`src/srps_pkg.sv`:
```
`default_nettype none
package srps_pkg;

  // ---------------------------------------------------------------
  // clock and timing figures
  // ---------------------------------------------------------------
  localparam int CLK_PERIOD_NS = 20;
  localparam int PRECHARGE_TIME_NS = 20;
  localparam int REFRESH_CYCLE_TIME_NS = 70;
  localparam int ROW_ACTIVE_TIME_NS = 42;
  localparam int SELF_REFRESH_EXIT_TIME_NS = 70;
  localparam int SELF_REFRESH_EXIT_MIN_CLKS = 2;
  localparam int REFRESH_PERIOD_MS = 64;
  localparam int ROW_COUNT = 4096;
  localparam int NS_PER_MS = 1000000;

  // least times round up, never below one cycle
  function automatic int cycles_up(input int ns);
    int c;
    c = (ns + CLK_PERIOD_NS - 1) / CLK_PERIOD_NS;
    return (c < 1) ? 1 : c;
  endfunction

  localparam int PRECHARGE_CYC = cycles_up(PRECHARGE_TIME_NS);
  localparam int REFRESH_CYCLE_CYC = cycles_up(REFRESH_CYCLE_TIME_NS);
  localparam int ROW_ACTIVE_CYC = cycles_up(ROW_ACTIVE_TIME_NS);
  localparam int XSR_RAW_CYC = cycles_up(SELF_REFRESH_EXIT_TIME_NS);
  localparam int SELF_REFRESH_EXIT_CYC =
    (XSR_RAW_CYC < SELF_REFRESH_EXIT_MIN_CLKS) ? SELF_REFRESH_EXIT_MIN_CLKS : XSR_RAW_CYC;
  // longest time: rounds down
  localparam int REFRESH_PERIOD_CYC = REFRESH_PERIOD_MS * (NS_PER_MS / CLK_PERIOD_NS);
  localparam int REFRESH_INTERVAL_CYC = REFRESH_PERIOD_CYC / ROW_COUNT;

  // ---------------------------------------------------------------
  // widths, fields and command codes {cs_n, ras_n, cas_n, we_n}
  // ---------------------------------------------------------------
  localparam int WAIT_W = 16;
  localparam int TIMER_W = 22;
  localparam int OWED_W = 13;
  localparam int ADDR_W = 12;
  localparam int PRE_ALL_BIT = 10;
  localparam logic [3:0] CMD_NOP = 4'h7;
  localparam logic [3:0] CMD_REFRESH = 4'h1;
  localparam logic [3:0] CMD_PRECHARGE = 4'h2;
  localparam logic [3:0] CMD_ACTIVE = 4'h3;
  localparam logic [3:0] BANKS_NONE = 4'h0;

  typedef struct packed {
    logic cs_n;
    logic ras_n;
    logic cas_n;
    logic we_n;
    logic [1:0] ba;
    logic [ADDR_W-1:0] addr;
  } srps_cmd_t;

  typedef struct packed {
    logic cke;
    srps_cmd_t cmd;
  } srps_pins_t;

  typedef enum logic [2:0] {
    ST_IDLE = 3'h0,
    ST_PRE_WAIT = 3'h1,
    ST_REF_WAIT = 3'h2,
    ST_POWER_DOWN = 3'h3,
    ST_SELF_REF = 3'h4,
    ST_SR_EXIT = 3'h5
  } srps_state_t;

endpackage
`default_nettype wire

```
`src/srps_ctrl.sv`:
```
`timescale 1ns/1ns
`default_nettype none

// How it works
// [RULE1] one auto refresh command is issued for every refresh owed
// [RULE2] open banks are closed by precharge-all before any refresh
// [RULE3] refresh waits the precharge time after the precharge-all
// [RULE4] device takes the refresh row internally; address is driven zero
// [RULE5] only nop is driven until the refresh cycle time has passed
// [RULE6] distributed mode owes one refresh per period divided by rows
// [RULE7] burst mode owes a full row count each period, spaced minimally
// [RULE8] self refresh entry is refresh with cke low, then cke held low
// [RULE9] device refreshes itself in self refresh; no commands are sent
// [RULE10] self refresh lasts at least the row active time
// [RULE11] exit raises cke on a running clock, then nops for exit time
// [RULE12] after self refresh exit the distributed timer restarts
// [RULE13] power-down entry is cke low with nop while nothing runs
// [RULE14] device drops its buffers in power-down; only cke is driven
// [RULE15] power-down ends as soon as a refresh becomes owed
// [RULE16] power-down exit is cke high together with a nop
// [RULE17] suspend request drops cke while a burst runs
// [RULE18] no new command is offered while the clock is suspended
// [RULE19] raising cke resumes the burst on the next edge
// [RULE20] precharge with the all bit closes every bank, else one bank
// [RULE21] refresh and self refresh share one code, differ only in cke
module srps_ctrl
  import srps_pkg::*;
#(
  parameter int REF_PERIOD_CYC = srps_pkg::REFRESH_PERIOD_CYC,
  parameter int REF_INTERVAL_CYC = srps_pkg::REFRESH_INTERVAL_CYC
) (
  // clock, reset, enable
  input wire logic clk,
  input wire logic nrst,
  input wire logic ce,
  // user command port
  input wire srps_pkg::srps_cmd_t usr_cmd,
  input wire logic usr_valid,
  output logic usr_ready,
  // mode requests
  input wire logic burst_mode,
  input wire logic pd_req,
  input wire logic sr_req,
  input wire logic suspend_req,
  // status
  output logic in_power_down,
  output logic in_self_refresh,
  output logic refresh_busy,
  // sdram pins
  output srps_pkg::srps_pins_t pins
);
  import srps_pkg::*;

  // ---------------------------------------------------------------
  // state
  // ---------------------------------------------------------------
  srps_state_t state;
  srps_state_t next_state;
  srps_pins_t next_pins;
  logic [WAIT_W-1:0] wait_cnt;
  logic [WAIT_W-1:0] next_wait;
  logic [TIMER_W-1:0] timer;
  logic [OWED_W-1:0] owed;
  logic [3:0] open_banks;
  logic issue_ref;
  logic issue_pre_all;
  logic timer_restart;

  // ---------------------------------------------------------------
  // decode
  // ---------------------------------------------------------------
  wire logic ref_due = (owed != '0);
  wire logic any_open = (open_banks != BANKS_NONE);
  wire logic wait_done = (wait_cnt == '0);
  wire logic timer_tick = (timer == '0);
  wire logic usr_fire = usr_valid && usr_ready;
  wire logic [3:0] usr_code = {usr_cmd.cs_n, usr_cmd.ras_n, usr_cmd.cas_n, usr_cmd.we_n};
  wire logic [3:0] usr_bank_bit = 4'h1 << usr_cmd.ba;
  wire logic usr_act = usr_fire && (usr_code == CMD_ACTIVE);
  wire logic usr_pre = usr_fire && (usr_code == CMD_PRECHARGE);
  wire logic usr_pre_all = usr_cmd.addr[PRE_ALL_BIT];
  wire logic [TIMER_W-1:0] reload_period = TIMER_W'(REF_PERIOD_CYC - 1);
  wire logic [TIMER_W-1:0] reload_interval = TIMER_W'(REF_INTERVAL_CYC - 1);
  wire logic [TIMER_W-1:0] timer_reload = burst_mode ? reload_period : reload_interval;
  wire logic [OWED_W:0] owed_add = burst_mode ? (OWED_W+1)'(ROW_COUNT) : (OWED_W+1)'(1);
  wire logic [OWED_W:0] owed_sum = {1'b0, owed} + owed_add;
  wire logic [OWED_W-1:0] owed_max = '1;
  // suspended cycles take no command, so the user port is held off
  wire logic usr_open = !ref_due && !sr_req && !pd_req && !suspend_req; // see [RULE18]
  // a command on the edge that raises cke would be lost at the device
  assign usr_ready = (state == ST_IDLE) && usr_open && pins.cke; // see [RULE19]
  assign in_power_down = (state == ST_POWER_DOWN);
  assign in_self_refresh = (state == ST_SELF_REF) || (state == ST_SR_EXIT);
  assign refresh_busy = (state == ST_PRE_WAIT) || (state == ST_REF_WAIT);

  // helper: pin word from a command code
  function automatic srps_pins_t mk(input logic cke, input logic [3:0] code,
                                    input logic [ADDR_W-1:0] addr);
    srps_pins_t p;
    p.cke = cke;
    p.cmd.cs_n = code[3];
    p.cmd.ras_n = code[2];
    p.cmd.cas_n = code[1];
    p.cmd.we_n = code[0];
    p.cmd.ba = 2'h0;
    p.cmd.addr = addr;
    return p;
  endfunction

  // ---------------------------------------------------------------
  // sequencer
  // ---------------------------------------------------------------
  // one place decides both the next state and the next pin word
  always_comb begin
    next_state = state;
    next_pins = mk(1'b1, CMD_NOP, '0);
    next_wait = (wait_cnt == '0) ? wait_cnt : wait_cnt - WAIT_W'(1);
    issue_ref = 1'b0;
    issue_pre_all = 1'b0;
    timer_restart = 1'b0;
    unique case (state)
      ST_IDLE: begin
        if (!pins.cke) begin
          // the edge that raises cke is still suspended inside the device
          next_pins = mk(!suspend_req || ref_due || sr_req || pd_req, CMD_NOP, '0); // see [RULE19]
        end else if ((ref_due || sr_req) && any_open) begin
          next_pins = mk(1'b1, CMD_PRECHARGE, ADDR_W'(1) << PRE_ALL_BIT); // see [RULE2]
          issue_pre_all = 1'b1;
          next_wait = WAIT_W'(PRECHARGE_CYC - 1); // see [RULE3]
          next_state = ST_PRE_WAIT;
        end else if (sr_req) begin
          // self refresh is the refresh code with cke low
          next_pins = mk(1'b0, CMD_REFRESH, '0); // see [RULE8] [RULE21]
          next_wait = WAIT_W'(ROW_ACTIVE_CYC - 1); // see [RULE10]
          next_state = ST_SELF_REF;
        end else if (ref_due) begin
          next_pins = mk(1'b1, CMD_REFRESH, '0); // see [RULE1] [RULE4]
          issue_ref = 1'b1;
          next_wait = WAIT_W'(REFRESH_CYCLE_CYC - 1);
          next_state = ST_REF_WAIT;
        end else if (pd_req) begin
          next_pins = mk(1'b0, CMD_NOP, '0); // see [RULE13]
          next_state = ST_POWER_DOWN;
        end else if (usr_fire) begin
          next_pins.cmd = usr_cmd;
        end else begin
          // cke low mid-burst freezes the device burst counter
          next_pins = mk(!suspend_req, CMD_NOP, '0); // see [RULE17] [RULE19]
        end
      end
      ST_PRE_WAIT: begin
        if (wait_done) begin
          if (sr_req) begin
            next_pins = mk(1'b0, CMD_REFRESH, '0); // see [RULE8] [RULE21]
            next_wait = WAIT_W'(ROW_ACTIVE_CYC - 1); // see [RULE10]
            next_state = ST_SELF_REF;
          end else if (ref_due) begin
            next_pins = mk(1'b1, CMD_REFRESH, '0); // see [RULE1] [RULE3]
            issue_ref = 1'b1;
            next_wait = WAIT_W'(REFRESH_CYCLE_CYC - 1);
            next_state = ST_REF_WAIT;
          end else begin
            next_state = ST_IDLE;
          end
        end
      end
      ST_REF_WAIT: begin
        // nop on every edge until the refresh cycle has run
        if (wait_done) begin
          next_state = ST_IDLE; // see [RULE5] [RULE7]
        end
      end
      ST_POWER_DOWN: begin
        // a refresh owed cuts power-down short, data would decay
        if (!pd_req || ref_due || sr_req) begin
          next_pins = mk(1'b1, CMD_NOP, '0); // see [RULE15] [RULE16]
          next_state = ST_IDLE;
        end else begin
          next_pins = mk(1'b0, CMD_NOP, '0); // see [RULE14]
        end
      end
      ST_SELF_REF: begin
        // clock keeps running, so cke can rise on a stable clock
        if (wait_done && !sr_req) begin
          next_pins = mk(1'b1, CMD_NOP, '0); // see [RULE11]
          next_wait = WAIT_W'(SELF_REFRESH_EXIT_CYC - 1);
          next_state = ST_SR_EXIT;
        end else begin
          next_pins = mk(1'b0, CMD_NOP, '0); // see [RULE8] [RULE9]
        end
      end
      ST_SR_EXIT: begin
        if (wait_done) begin
          timer_restart = 1'b1; // see [RULE12]
          next_state = ST_IDLE;
        end
      end
      default: begin
        next_state = ST_IDLE;
      end
    endcase
  end

  // ---------------------------------------------------------------
  // registers
  // ---------------------------------------------------------------
  // state, wait counter and pins
  always_ff @(posedge clk or negedge nrst) begin
    if (!nrst) begin
      state <= ST_IDLE;
      wait_cnt <= '0;
      pins <= mk(1'b0, 4'hF, '0);
    end else if (ce) begin
      state <= next_state;
      wait_cnt <= next_wait;
      pins <= next_pins;
    end
  end

  // refresh timer; restart after self refresh puts it back on rate
  always_ff @(posedge clk or negedge nrst) begin
    if (!nrst) begin
      timer <= '0;
    end else if (ce) begin
      if (timer_restart || timer_tick) begin
        timer <= timer_reload; // see [RULE6] [RULE7] [RULE12]
      end else begin
        timer <= timer - TIMER_W'(1);
      end
    end
  end

  // refreshes owed; saturates rather than wrapping
  always_ff @(posedge clk or negedge nrst) begin
    if (!nrst) begin
      owed <= '0;
    end else if (ce) begin
      if (in_self_refresh) begin
        owed <= '0; // see [RULE9]
      end else if (timer_tick && !timer_restart) begin
        owed <= owed_sum[OWED_W] ? owed_max : owed_sum[OWED_W-1:0] - OWED_W'(issue_ref);
      end else if (issue_ref) begin
        owed <= owed - OWED_W'(1); // see [RULE1]
      end
    end
  end

  // open bank tracking from the commands that reach the pins
  always_ff @(posedge clk or negedge nrst) begin
    if (!nrst) begin
      open_banks <= BANKS_NONE;
    end else if (ce) begin
      if (issue_pre_all || (usr_pre && usr_pre_all)) begin
        open_banks <= BANKS_NONE; // see [RULE20]
      end else if (usr_pre) begin
        open_banks <= open_banks & ~usr_bank_bit; // see [RULE20]
      end else if (usr_act) begin
        open_banks <= open_banks | usr_bank_bit;
      end
    end
  end

endmodule // srps_ctrl
`default_nettype wire

```
`config.mk`:
```
export PLATFORM = sky130hd
export DESIGN_NAME = srps_ctrl
export DESIGN_NICKNAME = d
export VERILOG_FILES = /design/src/srps_pkg.sv /design/src/srps_ctrl.sv
export SDC_FILE = /design/constraint.sdc
export NUM_CORES = 1
export LEC_CHECK = 0
export BUFFER_PORTS_ARGS = -buffer_cell sky130_fd_sc_hd__buf_2
export CAP_MARGIN = 0
export CELL_PAD_IN_SITES_DETAIL_PLACEMENT = 1
export CELL_PAD_IN_SITES_GLOBAL_PLACEMENT = 2
export CORE_ASPECT_RATIO = 1.4
export CORE_MARGIN = 2
export CORE_UTILIZATION = 39
export DETAILED_ROUTE_END_ITERATION = 8
export PLACE_DENSITY = 0.92
export SYNTH_ARGS = -nofsm -noshare
export SYNTH_HDL_FRONTEND = slang
export SYNTH_SLANG_ARGS = --single-unit
```
`constraint.sdc`:
```
create_clock -name clk -period 4.9 [get_ports clk]
set_input_delay 0.245 -clock clk [delete_from_list [all_inputs] [get_ports clk]]
set_output_delay 0.245 -clock clk [all_outputs]
set_load 0.005 [all_outputs]
```
==> results of run 1 <==
[registers in the layout (all words and copies together) (netlist names)]
| register | flops |
|---|---|
| state | 3 |
| owed | 13 |
| pins | 19 |
| timer | 22 |
| wait_cnt | 16 |
| open_banks | 4 |
[routing by layer]
layer	up-vias	global-route usage	part of all wire
li1	2342	-	-
met1	2481	0.272	0.41
met2	94	0.410	0.53
met3	33	0.0504	0.035
met4	0	0.0946	0.026
met5	-	0	0
[how the worst max path moves through the flow]
stage                                 start                   to  cells after the start
floorplan               owed[5]$_DFFE_PN0P_  owed[3]$_DFFE_PN0P_                     15
global placement    wait_cnt[3]$_DFFE_PN0P_  owed[3]$_DFFE_PN0P_                     14
detailed placement  wait_cnt[3]$_DFFE_PN0P_  owed[3]$_DFFE_PN0P_                     14
CTS                 wait_cnt[0]$_DFFE_PN0P_  owed[3]$_DFFE_PN0P_                     16
global route        wait_cnt[0]$_DFFE_PN0P_  owed[3]$_DFFE_PN0P_                     16
finish              wait_cnt[0]$_DFFE_PN0P_  owed[3]$_DFFE_PN0P_                     16
[power by group]
part	internal, mW	switching [mW]
Clock	0.501	0.295
Combinational	0.537	0.783
Sequential	0.813	0.295
Total	1.85	1.37
[cells in the final DEF, fill, tap and decap left out, types with 10 or more instances in the layout]
| master | count |
|---|---|
| or3_1 | 10 |
| o21ai_0 | 73 |
| nor2_1 | 56 |
| o31ai_1 | 17 |
| dfrtp_1 | 73 |
| or4_1 | 10 |
| inv_1 | 35 |
| nand2_1 | 79 |
| xnor2_1 | 25 |
| a21oi_1 | 38 |
| nand3_1 | 18 |
| buf_2 | 47 |
| nor3_1 | 13 |
| nor4_1 | 14 |
[final cells by class]
class	instances	area, µm²
Sequential cell	77	1930
Clock buffer	9	225
Multi-Input combinational cell	485	2940
Fill cell	1543	7040
Tap cell	153	191
Timing Repair Buffer	54	288
Inverter	36	136
Clock inverter	7	121
[cells by family after synthesis]
group           after synthesis
simple gates                246
compound gates              191
flops                        77
buf+inv                      71
xor+xnor                     31
fa+ha+maj                     9
mux                           8
==> results.toml, run 1 <==
[grt]
grt_overflow = 0
track_usage = 0.234
grt_pass1_vias = 5464
antenna_found_initial = 0
grt_start_max_net_pins = 78
grt_pass1_wl_mm = 26.5

[synthesis]
synth_top_family_by_area = "simple AND/OR/NAND/NOR gates"
synth_ff_type = "dfrtp_1"
synth_xor_xnor_area_share = 0.0526
netlist.area_leader.share = 0.354
ys_ff_latch = 77
synthAdderAreaFrac = 0.0218
synthSimpleGateAreaFrac = 0.246
synth-compound-area-share = 0.233
synth_edf_count = 0
yosys-mux-area-fraction = 0.0158
syn_area_um2 = 5160
seq_area_frac_synth = 0.375
yosys.area.top_type = "dfrtp_1"
synth_area_leaders = "dfrtp_1, o21ai_0, nand2_1"
avgSynthCellArea_um2 = 8.15
async_reset_ff_frac = 1.00
syn_nets = 668
syn_inst = 633
synth.most_common_cell = "nand2_1"
synthTopCellsByCount = "nand2_1, dfrtp_1, o21ai_0, nor2_1, a21oi_1"
yosys_warnings = 0
ys_types = 66

[sta]
hold_viol_final = 0
min_period_ns = 4.02
hold_slack_ns = 0.0465
setup-tns-final_ns = 0
fin_crit_sh = 0.820
worst_pin_slew_ns = 1.26
max_freq_ghz = 0.249
relSlewSlack = 0.159
rsz0062_at_grt = "false"
setup_viol = 0
layout_setup_ws_ns = 0.880
clock_skew_ns = 0.00933
slew_violations = 0

[critical_path]
crit_slowest_cell = "o21ai_0"
worstPathRequired_ns = 5.10
path_delay_family = "simple AND/OR/NAND/NOR gates"
critPathMaxFanout = 14
cp-start-kind = "register"
timing.rr.end = "owed[3]$_DFFE_PN0P_"
worstReg2RegStart = "wait_cnt[0]$_DFFE_PN0P_"
r2r_slack_ns = 0.88
rr_worst_depth = 16
critical_path_arrival_ns = 4.22
crit_type = "reg -> reg"
path_cells = "inv_1, ha_1, nor4b_1, nand4_1, buf_4, o21ai_0, and2_1, ha_1, nor2b_1, a21oi_1, a21oi_1, xnor2_1, nor3_1, nor3_1, o21ai_0, o31ai_1"
crit_path_end_kind = "register"
critPathBufInv = 2
critPathMaxStageDelay_ns = 0.59

[detailed_routing]
vias = 4950
drt_wl_total_mm = 15.5
via_per_inst = 6.03
drc = 0
drt_iter0_markers = 217
detail-route-antenna-nets = 0
first_pass_iters = 4
route.detailed.wl_per_inst_um = 18.9

[clocking]
htree_levels = 3
root_buffer = "clkbuf_16"
clk_pin_slew_worst_paths_ns = 0.06
tritoncts = "done"
hold_buffers = 0
post_cts_buffers = 0
clk_path_buf_depth = 2
clock-sinks = 77
cts_made_buffers = 9
cts_resized = 0
worstSkewPairLatency_ns = 0.35

[floorplan]
ios = 49
die_w_um = 101
rows = 49
die-area_um2 = 14200
initial_utilization = 0.401
fp.dieH_um = 140
core_area_um2 = 12900

[placed_design]
gp_congestion = 0.836
io_buffer_count = 48
dp_worst_setup_slack_ns = 1.00
dp.final_hpwl_mm = 11.0
placed_cells = 805
place_area_um2 = 5490

[final_layout]
post-route-util = 0.453
design_area_um2 = 5840
antenna_cells = 0
nNetsFinal = 698
fin_cells = 821
drive_above_1_share = 0.147
syn2layout_area_growth_pct = 13.2

[power]
peakVddDrop_v = 0.000273
power_density_nw_per_um2 = 552
power_mw = 3.22
cellLeakagePower_nw = 2.55

[outcome]
status = "finished, final reports clean"

[flow_run]
maxCapViolations = 0

[worst_hold_path]
hold_path.class = "in -> async"
No activity file was read; power rests on OpenSTA's default activity.
==> inputs of run 2 (changes only) <==
CORE_UTILIZATION = 33   (was 39)
PLACE_DENSITY = 0.84   (was 0.92)
clock period = 3.35 ns   (was 4.9 ns; I/O delays follow)
==> run 2 against run 1 <==
  * Critical endpoint is now owed[9]$_DFFE_PN0P_
  * Design area is 5.8% higher
  * Critical path type unchanged
  * Wire length is 6.2% higher
  * Critical path depth is 5 lower
  * Core utilization is 5.4 points lower
  * Hold slack worse by 0.040 ns
==> results.toml, run 2 (same netlist as run 1, synthesis figures left out) <==
[grt]
grt_pass1_wl_mm = 28.0
track_usage = 0.210
antenna_found_initial = 0
grt_overflow = 0
grt_pass1_vias = 5563
grt_start_max_net_pins = 78

[detailed_routing]
drt_iter0_markers = 192
first_pass_iters = 4
route.detailed.wl_per_inst_um = 18.3
drc = 0
detail-route-antenna-nets = 0
vias = 5089
via_per_inst = 5.64
drt_wl_total_mm = 16.5

[critical_path]
critPathBufInv = 2
cp_common_cell = "a21oi_1"
crit_type = "reg -> reg"
rr_worst_depth = 11
path_delay_family = "simple AND/OR/NAND/NOR gates"
r2r_slack_ns = 0.16
crit_slowest_cell = "or4_4"
critical_path_arrival_ns = 3.44
worstReg2RegStart = "timer[0]$_DFFE_PN0P_"
cp-start-kind = "register"
path_cells = "inv_1, ha_1, or4b_1, or4_1, or4_4, nor2_4, o211ai_2, buf_4, o21ai_0, a21oi_1, a21oi_1"
worstPathRequired_ns = 3.60
crit_path_end_kind = "register"
critPathMaxStageDelay_ns = 0.50
critPathMaxFanout = 6
timing.rr.end = "owed[9]$_DFFE_PN0P_"

[clocking]
clk_path_buf_depth = 2
clk_pin_slew_worst_paths_ns = 0.07
tritoncts = "done"
htree_levels = 3
worstSkewPairLatency_ns = 0.34
clock-sinks = 77
root_buffer = "clkbuf_16"
post_cts_buffers = 0
cts_made_buffers = 9

[placed_design]
io_buffer_count = 48
dp.final_hpwl_mm = 12.0
dp_worst_setup_slack_ns = 0.0848
place_area_um2 = 5840
gp_congestion = 0.863

[sta]
max_freq_ghz = 0.313
relSlewSlack = 0.316
min_period_ns = 3.19
fin_crit_sh = 0.952
slew_violations = 0
setup_viol = 0
rsz0062_at_grt = "true"
clock_skew_ns = 0.0105
hold_viol_final = 0
worst_pin_slew_ns = 1.03
layout_setup_ws_ns = 0.160

[final_layout]
regMostFlops = "timer"
syn2layout_area_growth_pct = 19.7
final_cell_mix = "nand2_1, o21ai_0, dfrtp_1"
layout_commonest_cell = "nand2_1"
post-route-util = 0.399
antenna_cells = 0
largest_registers = "timer (22), pins (19), wait_cnt (16)"
design_area_um2 = 6170
nNetsFinal = 737
largest_reg_flops = 22
drive_above_1_share = 0.195

[floorplan]
die-area_um2 = 16700
initial_utilization = 0.333
core_area_um2 = 15500
fp.dieH_um = 152
die_w_um = 110
ios = 49
rows = 54

[power]
cellLeakagePower_nw = 2.74
power_density_nw_per_um2 = 792
peakVddDrop_v = 0.000318

[flow_run]
maxCapViolations = 0

[worst_hold_path]
hold_path.class = "in -> async"

[outcome]
status = "finished, final reports clean"
-- run 2: changes by cell type in the layout (fill, tap and decap cells not counted), sizes merged --
cell,change
bufinv,-1
inv,+1
clkinvlp,+1
clkinv,-2
buf,+39
clkbuf,+1
-- run 2: layout make-up --
class | count | area [µm²]
Multi-Input combinational cell | 485 | 2960
Inverter | 36 | 136
Tap cell | 196 | 245
Clock inverter | 6 | 93.8
Sequential cell | 77 | 1930
Fill cell | 1847 | 9300
Timing Repair Buffer | 93 | 581
Clock buffer | 10 | 229
-- run 2: timing repair --
| action | CTS | global route |
|---|---|---|
| gates resized for setup | 0 | 3 |
| endpoints found under the setup margin | 0 | 13 |
| hold buffers | 0 | 0 |
-- run 2: worst reg2reg max path: stages, from the launching register on --
cell and delay (ns):
dfrtp_1 0.41, inv_1 0.07, ha_1 0.17, or4b_1 0.47
or4_1 0.45, or4_4 0.50, nor2_4 0.21, o211ai_2 0.20
buf_4 0.23, o21ai_0 0.16, a21oi_1 0.08, a21oi_1 0.16
-- run 2: how the worst max path moves through the flow --
stage                         start                   to  slack (ns)  depth (start not counted)
2_1_floorplan   owed[5]$_DFFE_PN0P_  owed[3]$_DFFE_PN0P_        0.18                         15
3_3_place_gp   timer[0]$_DFFE_PN0P_  owed[9]$_DFFE_PN0P_        0.14                         11
3_5_place_dp   timer[0]$_DFFE_PN0P_  owed[9]$_DFFE_PN0P_        0.08                         11
4_1_cts        timer[0]$_DFFE_PN0P_  owed[9]$_DFFE_PN0P_        0.04                         11
5_1_grt        timer[0]$_DFFE_PN0P_  owed[9]$_DFFE_PN0P_      -0.007                         11
6_report       timer[0]$_DFFE_PN0P_  owed[9]$_DFFE_PN0P_        0.16                         11
-- run 2: per-layer routing --
metal	up-vias	routed length (µm)	GRT usage
met1	2563	6800	0.246
met5	-	0	0
met2	81	8970	0.384
li1	2429	-	-
met4	0	272	0.0633
met3	16	450	0.0335
-- run 2: power breakdown --
| group | internal, mW | leakage [nW] | switching (mW) |
|---|---|---|---|
| Sequential | 1.19 | 1.01 | 0.270 |
| Clock | 0.660 | 0.154 | 0.428 |
| Combinational | 0.964 | 1.57 | 1.38 |
-- run 2: metrics by stage --
| stage | hold slack, ns | TNS, ns | std cells | total power [mW] |
|---|---|---|---|---|
| finish | 0.00621 | 0 | 903 | 4.89 |
| global route | 0.0445 | -0.00684 | 903 | 5.25 |
| CTS | 0.0227 | 0 | 903 | 4.90 |
| detailed placement | 0.377 | 0 | 887 | 3.77 |
| global placement | 0.369 | 0 | 887 | 3.68 |
| floorplan | -0.128 | 0 | 633 | 2.95 |
==> inputs of run 3 (changes only) <==
==> constraint.sdc (replaced) <==
create_clock -name clk -period 3.35 [get_ports clk]
set_input_delay 0.335 -clock clk [delete_from_list [all_inputs] [get_ports clk]]
set_output_delay 0.335 -clock clk [all_outputs]
set_load 0.005 [all_outputs]
==> run 3 against run 2 <==
  * Sequential power barely moved
  * Critical path depth fell by 1
  * Core utilization fell by 0.16 points
  * First-iteration DRC count fell by 24%
  * Setup slack got worse by 0.018 ns
  * Combinational power fell by 2%
  * Sequential cell count did not move
  * Critical path type unchanged
  * Hold slack improved by 0.16 ns
  * Total power fell by 2.5%
==> results.toml, run 3 (same netlist as run 1, synthesis figures left out) <==
[outcome]
status = "finished, final reports clean"

[sta]
layout_setup_ws_ns = 0.142
max_freq_ghz = 0.312
worst_pin_slew_ns = 1.02
hold_slack_ns = 0.164
relSlewSlack = 0.318
fin_crit_sh = 0.958
rsz0062_at_grt = "false"
setup-tns-final_ns = 0
hold_viol_final = 0
slew_violations = 0
clock_skew_ns = 0.0160
setup_viol = 0
min_period_ns = 3.21

[placed_design]
place_area_um2 = 5840
gp_congestion = 0.877
io_buffer_count = 48
dp_worst_setup_slack_ns = 0.0571
dp.final_hpwl_mm = 11.8

[clocking]
cts_made_buffers = 9
tritoncts = "done"
root_buffer = "clkbuf_16"
htree_levels = 3
clock-sinks = 77
clk_pin_slew_worst_paths_ns = 0.06
clk_path_buf_depth = 2
worstSkewPairLatency_ns = 0.35
hold_buffers = 0

[critical_path]
path_depth = 10
crit_type = "reg -> reg"
crit_path_end_kind = "register"
critical_path_arrival_ns = 3.44
critPathBufInv = 2
critPathMaxFanout = 5
path_cells = "inv_1, ha_1, or3b_2, or4_4, nor4_4, nand2_2, or4b_4, clkinv_2, nand4_4, o31ai_1"
crit_slowest_cell = "or4b_4"
critPathMaxStageDelay_ns = 0.56
worstPathRequired_ns = 3.58
rr_worst_depth = 10
cp-start-kind = "register"
path_delay_family = "simple AND/OR/NAND/NOR gates"

[detailed_routing]
drc = 0
drt_wl_total_mm = 16.3
topRoutingLayerUsed = "met4"
first_pass_iters = 4
drt_iter0_markers = 145
met2_wirelength_mm = 8.63
vias = 5091
via_per_inst = 5.64
routed-wl-met3_um = 495
route.detailed.wl_per_inst_um = 18.0
detail-route-antenna-nets = 0
drt-met1-wl_mm = 6.75

[power]
pwr-share-seq = 0.311
combPwrFrac = 0.482
cellLeakagePower_nw = 2.72
intPower_mw = 2.69
power_mw = 4.77
switchingPower_mw = 2.08
peakVddDrop_v = 0.000340
p_sw_frac = 0.436
clockPowerShare = 0.207
power_density_nw_per_um2 = 775

[floorplan]
core_area_um2 = 15500
initial_utilization = 0.333
die-area_um2 = 16700
rows = 54
die_w_um = 110
ios = 49
fp.dieH_um = 152

[final_layout]
nNetsFinal = 737
largest_reg_flops = 22
syn2layout_area_growth_pct = 19.2
layout_commonest_cell = "nand2_1"
final_cell_mix = "nand2_1, o21ai_0, dfrtp_1"
largest_registers = "timer (22), pins (19), wait_cnt (16)"
drive_above_1_share = 0.198
antenna_cells = 0
design_area_um2 = 6150
nFillCells = 1880
regMostFlops = "timer"

[worst_hold_path]
hold_path.class = "in -> async"

[grt]
track_usage = 0.210
grt_pass1_vias = 5576
grt_start_max_net_pins = 78
antenna_found_initial = 0
grt_overflow = 0
grt_pass1_wl_mm = 27.8

[flow_run]
maxCapViolations = 0
[run 3: changes by cell type in the layout (fill, tap and decap cells not counted), sizes merged]
cell,change
bufinv,-2
clkbuf,+1
clkinvlp,+1
[run 3: metal layers]
layer	GRT usage	vias up
met3	0.0347	33
met5	0	-
li1	-	2419
met1	0.253	2539
met4	0.0784	0
met2	0.367	100
[run 3: per-stage QoR]
step                      cells   util
after floorplan             633      -
after global placement      887  0.377
after detailed placement    887  0.377
after CTS                   903  0.396
after global routing        903  0.397
final                       903  0.397
[run 3: power by group through the flow]
stage | combinational, mW | clock [mW] | sequential [mW]
final | 2.30 | 0.986 | 1.48
after global routing | 2.56 | 1.06 | 1.53
after CTS | 2.28 | 1.01 | 1.48
after detailed placement | 2.26 | 0 | 1.50
after global placement | 2.19 | 0 | 1.47
after floorplan | 1.57 | 0 | 1.38
[run 3: area by class of cell]
class | instances | area (µm²) | share of cell area
inverters | 36 | 136 | 0.0222
repair buffers | 93 | 581 | 0.0944
clock inverters | 5 | 41.3 | 0.00671
flip-flops and latches | 77 | 1930 | 0.314
well taps | 196 | 245 | 0.0399
clock buffers | 11 | 253 | 0.0411
multi-input cells | 485 | 2960 | 0.482
[run 3: worst paths after layout]
kind	start	to	slack, ns
max	owed[0]$_DFFE_PN0P_	open_banks[1]$_DFFE_PN0P_	0.14
min	nrst	owed[7]$_DFFE_PN0P_	0.16
max reg2reg	owed[0]$_DFFE_PN0P_	open_banks[1]$_DFFE_PN0P_	0.14
min reg2reg	pins[14]$_DFFE_PN1P_	pins[14]$_DFFE_PN1P_	0.47
max in group asynchronous	nrst	owed[1]$_DFFE_PN0P_	2.52
min in group clk	usr_cmd[4]	pins[4]$_DFFE_PN0P_	0.19
[run 3: what timing repair did]
action / 4_1_cts / 5_1_grt
endpoints found under the setup margin: 0 / 6
hold endpoints to repair: 0 / 0
resized for setup: 0 / 4
setup buffers: 0 / 0
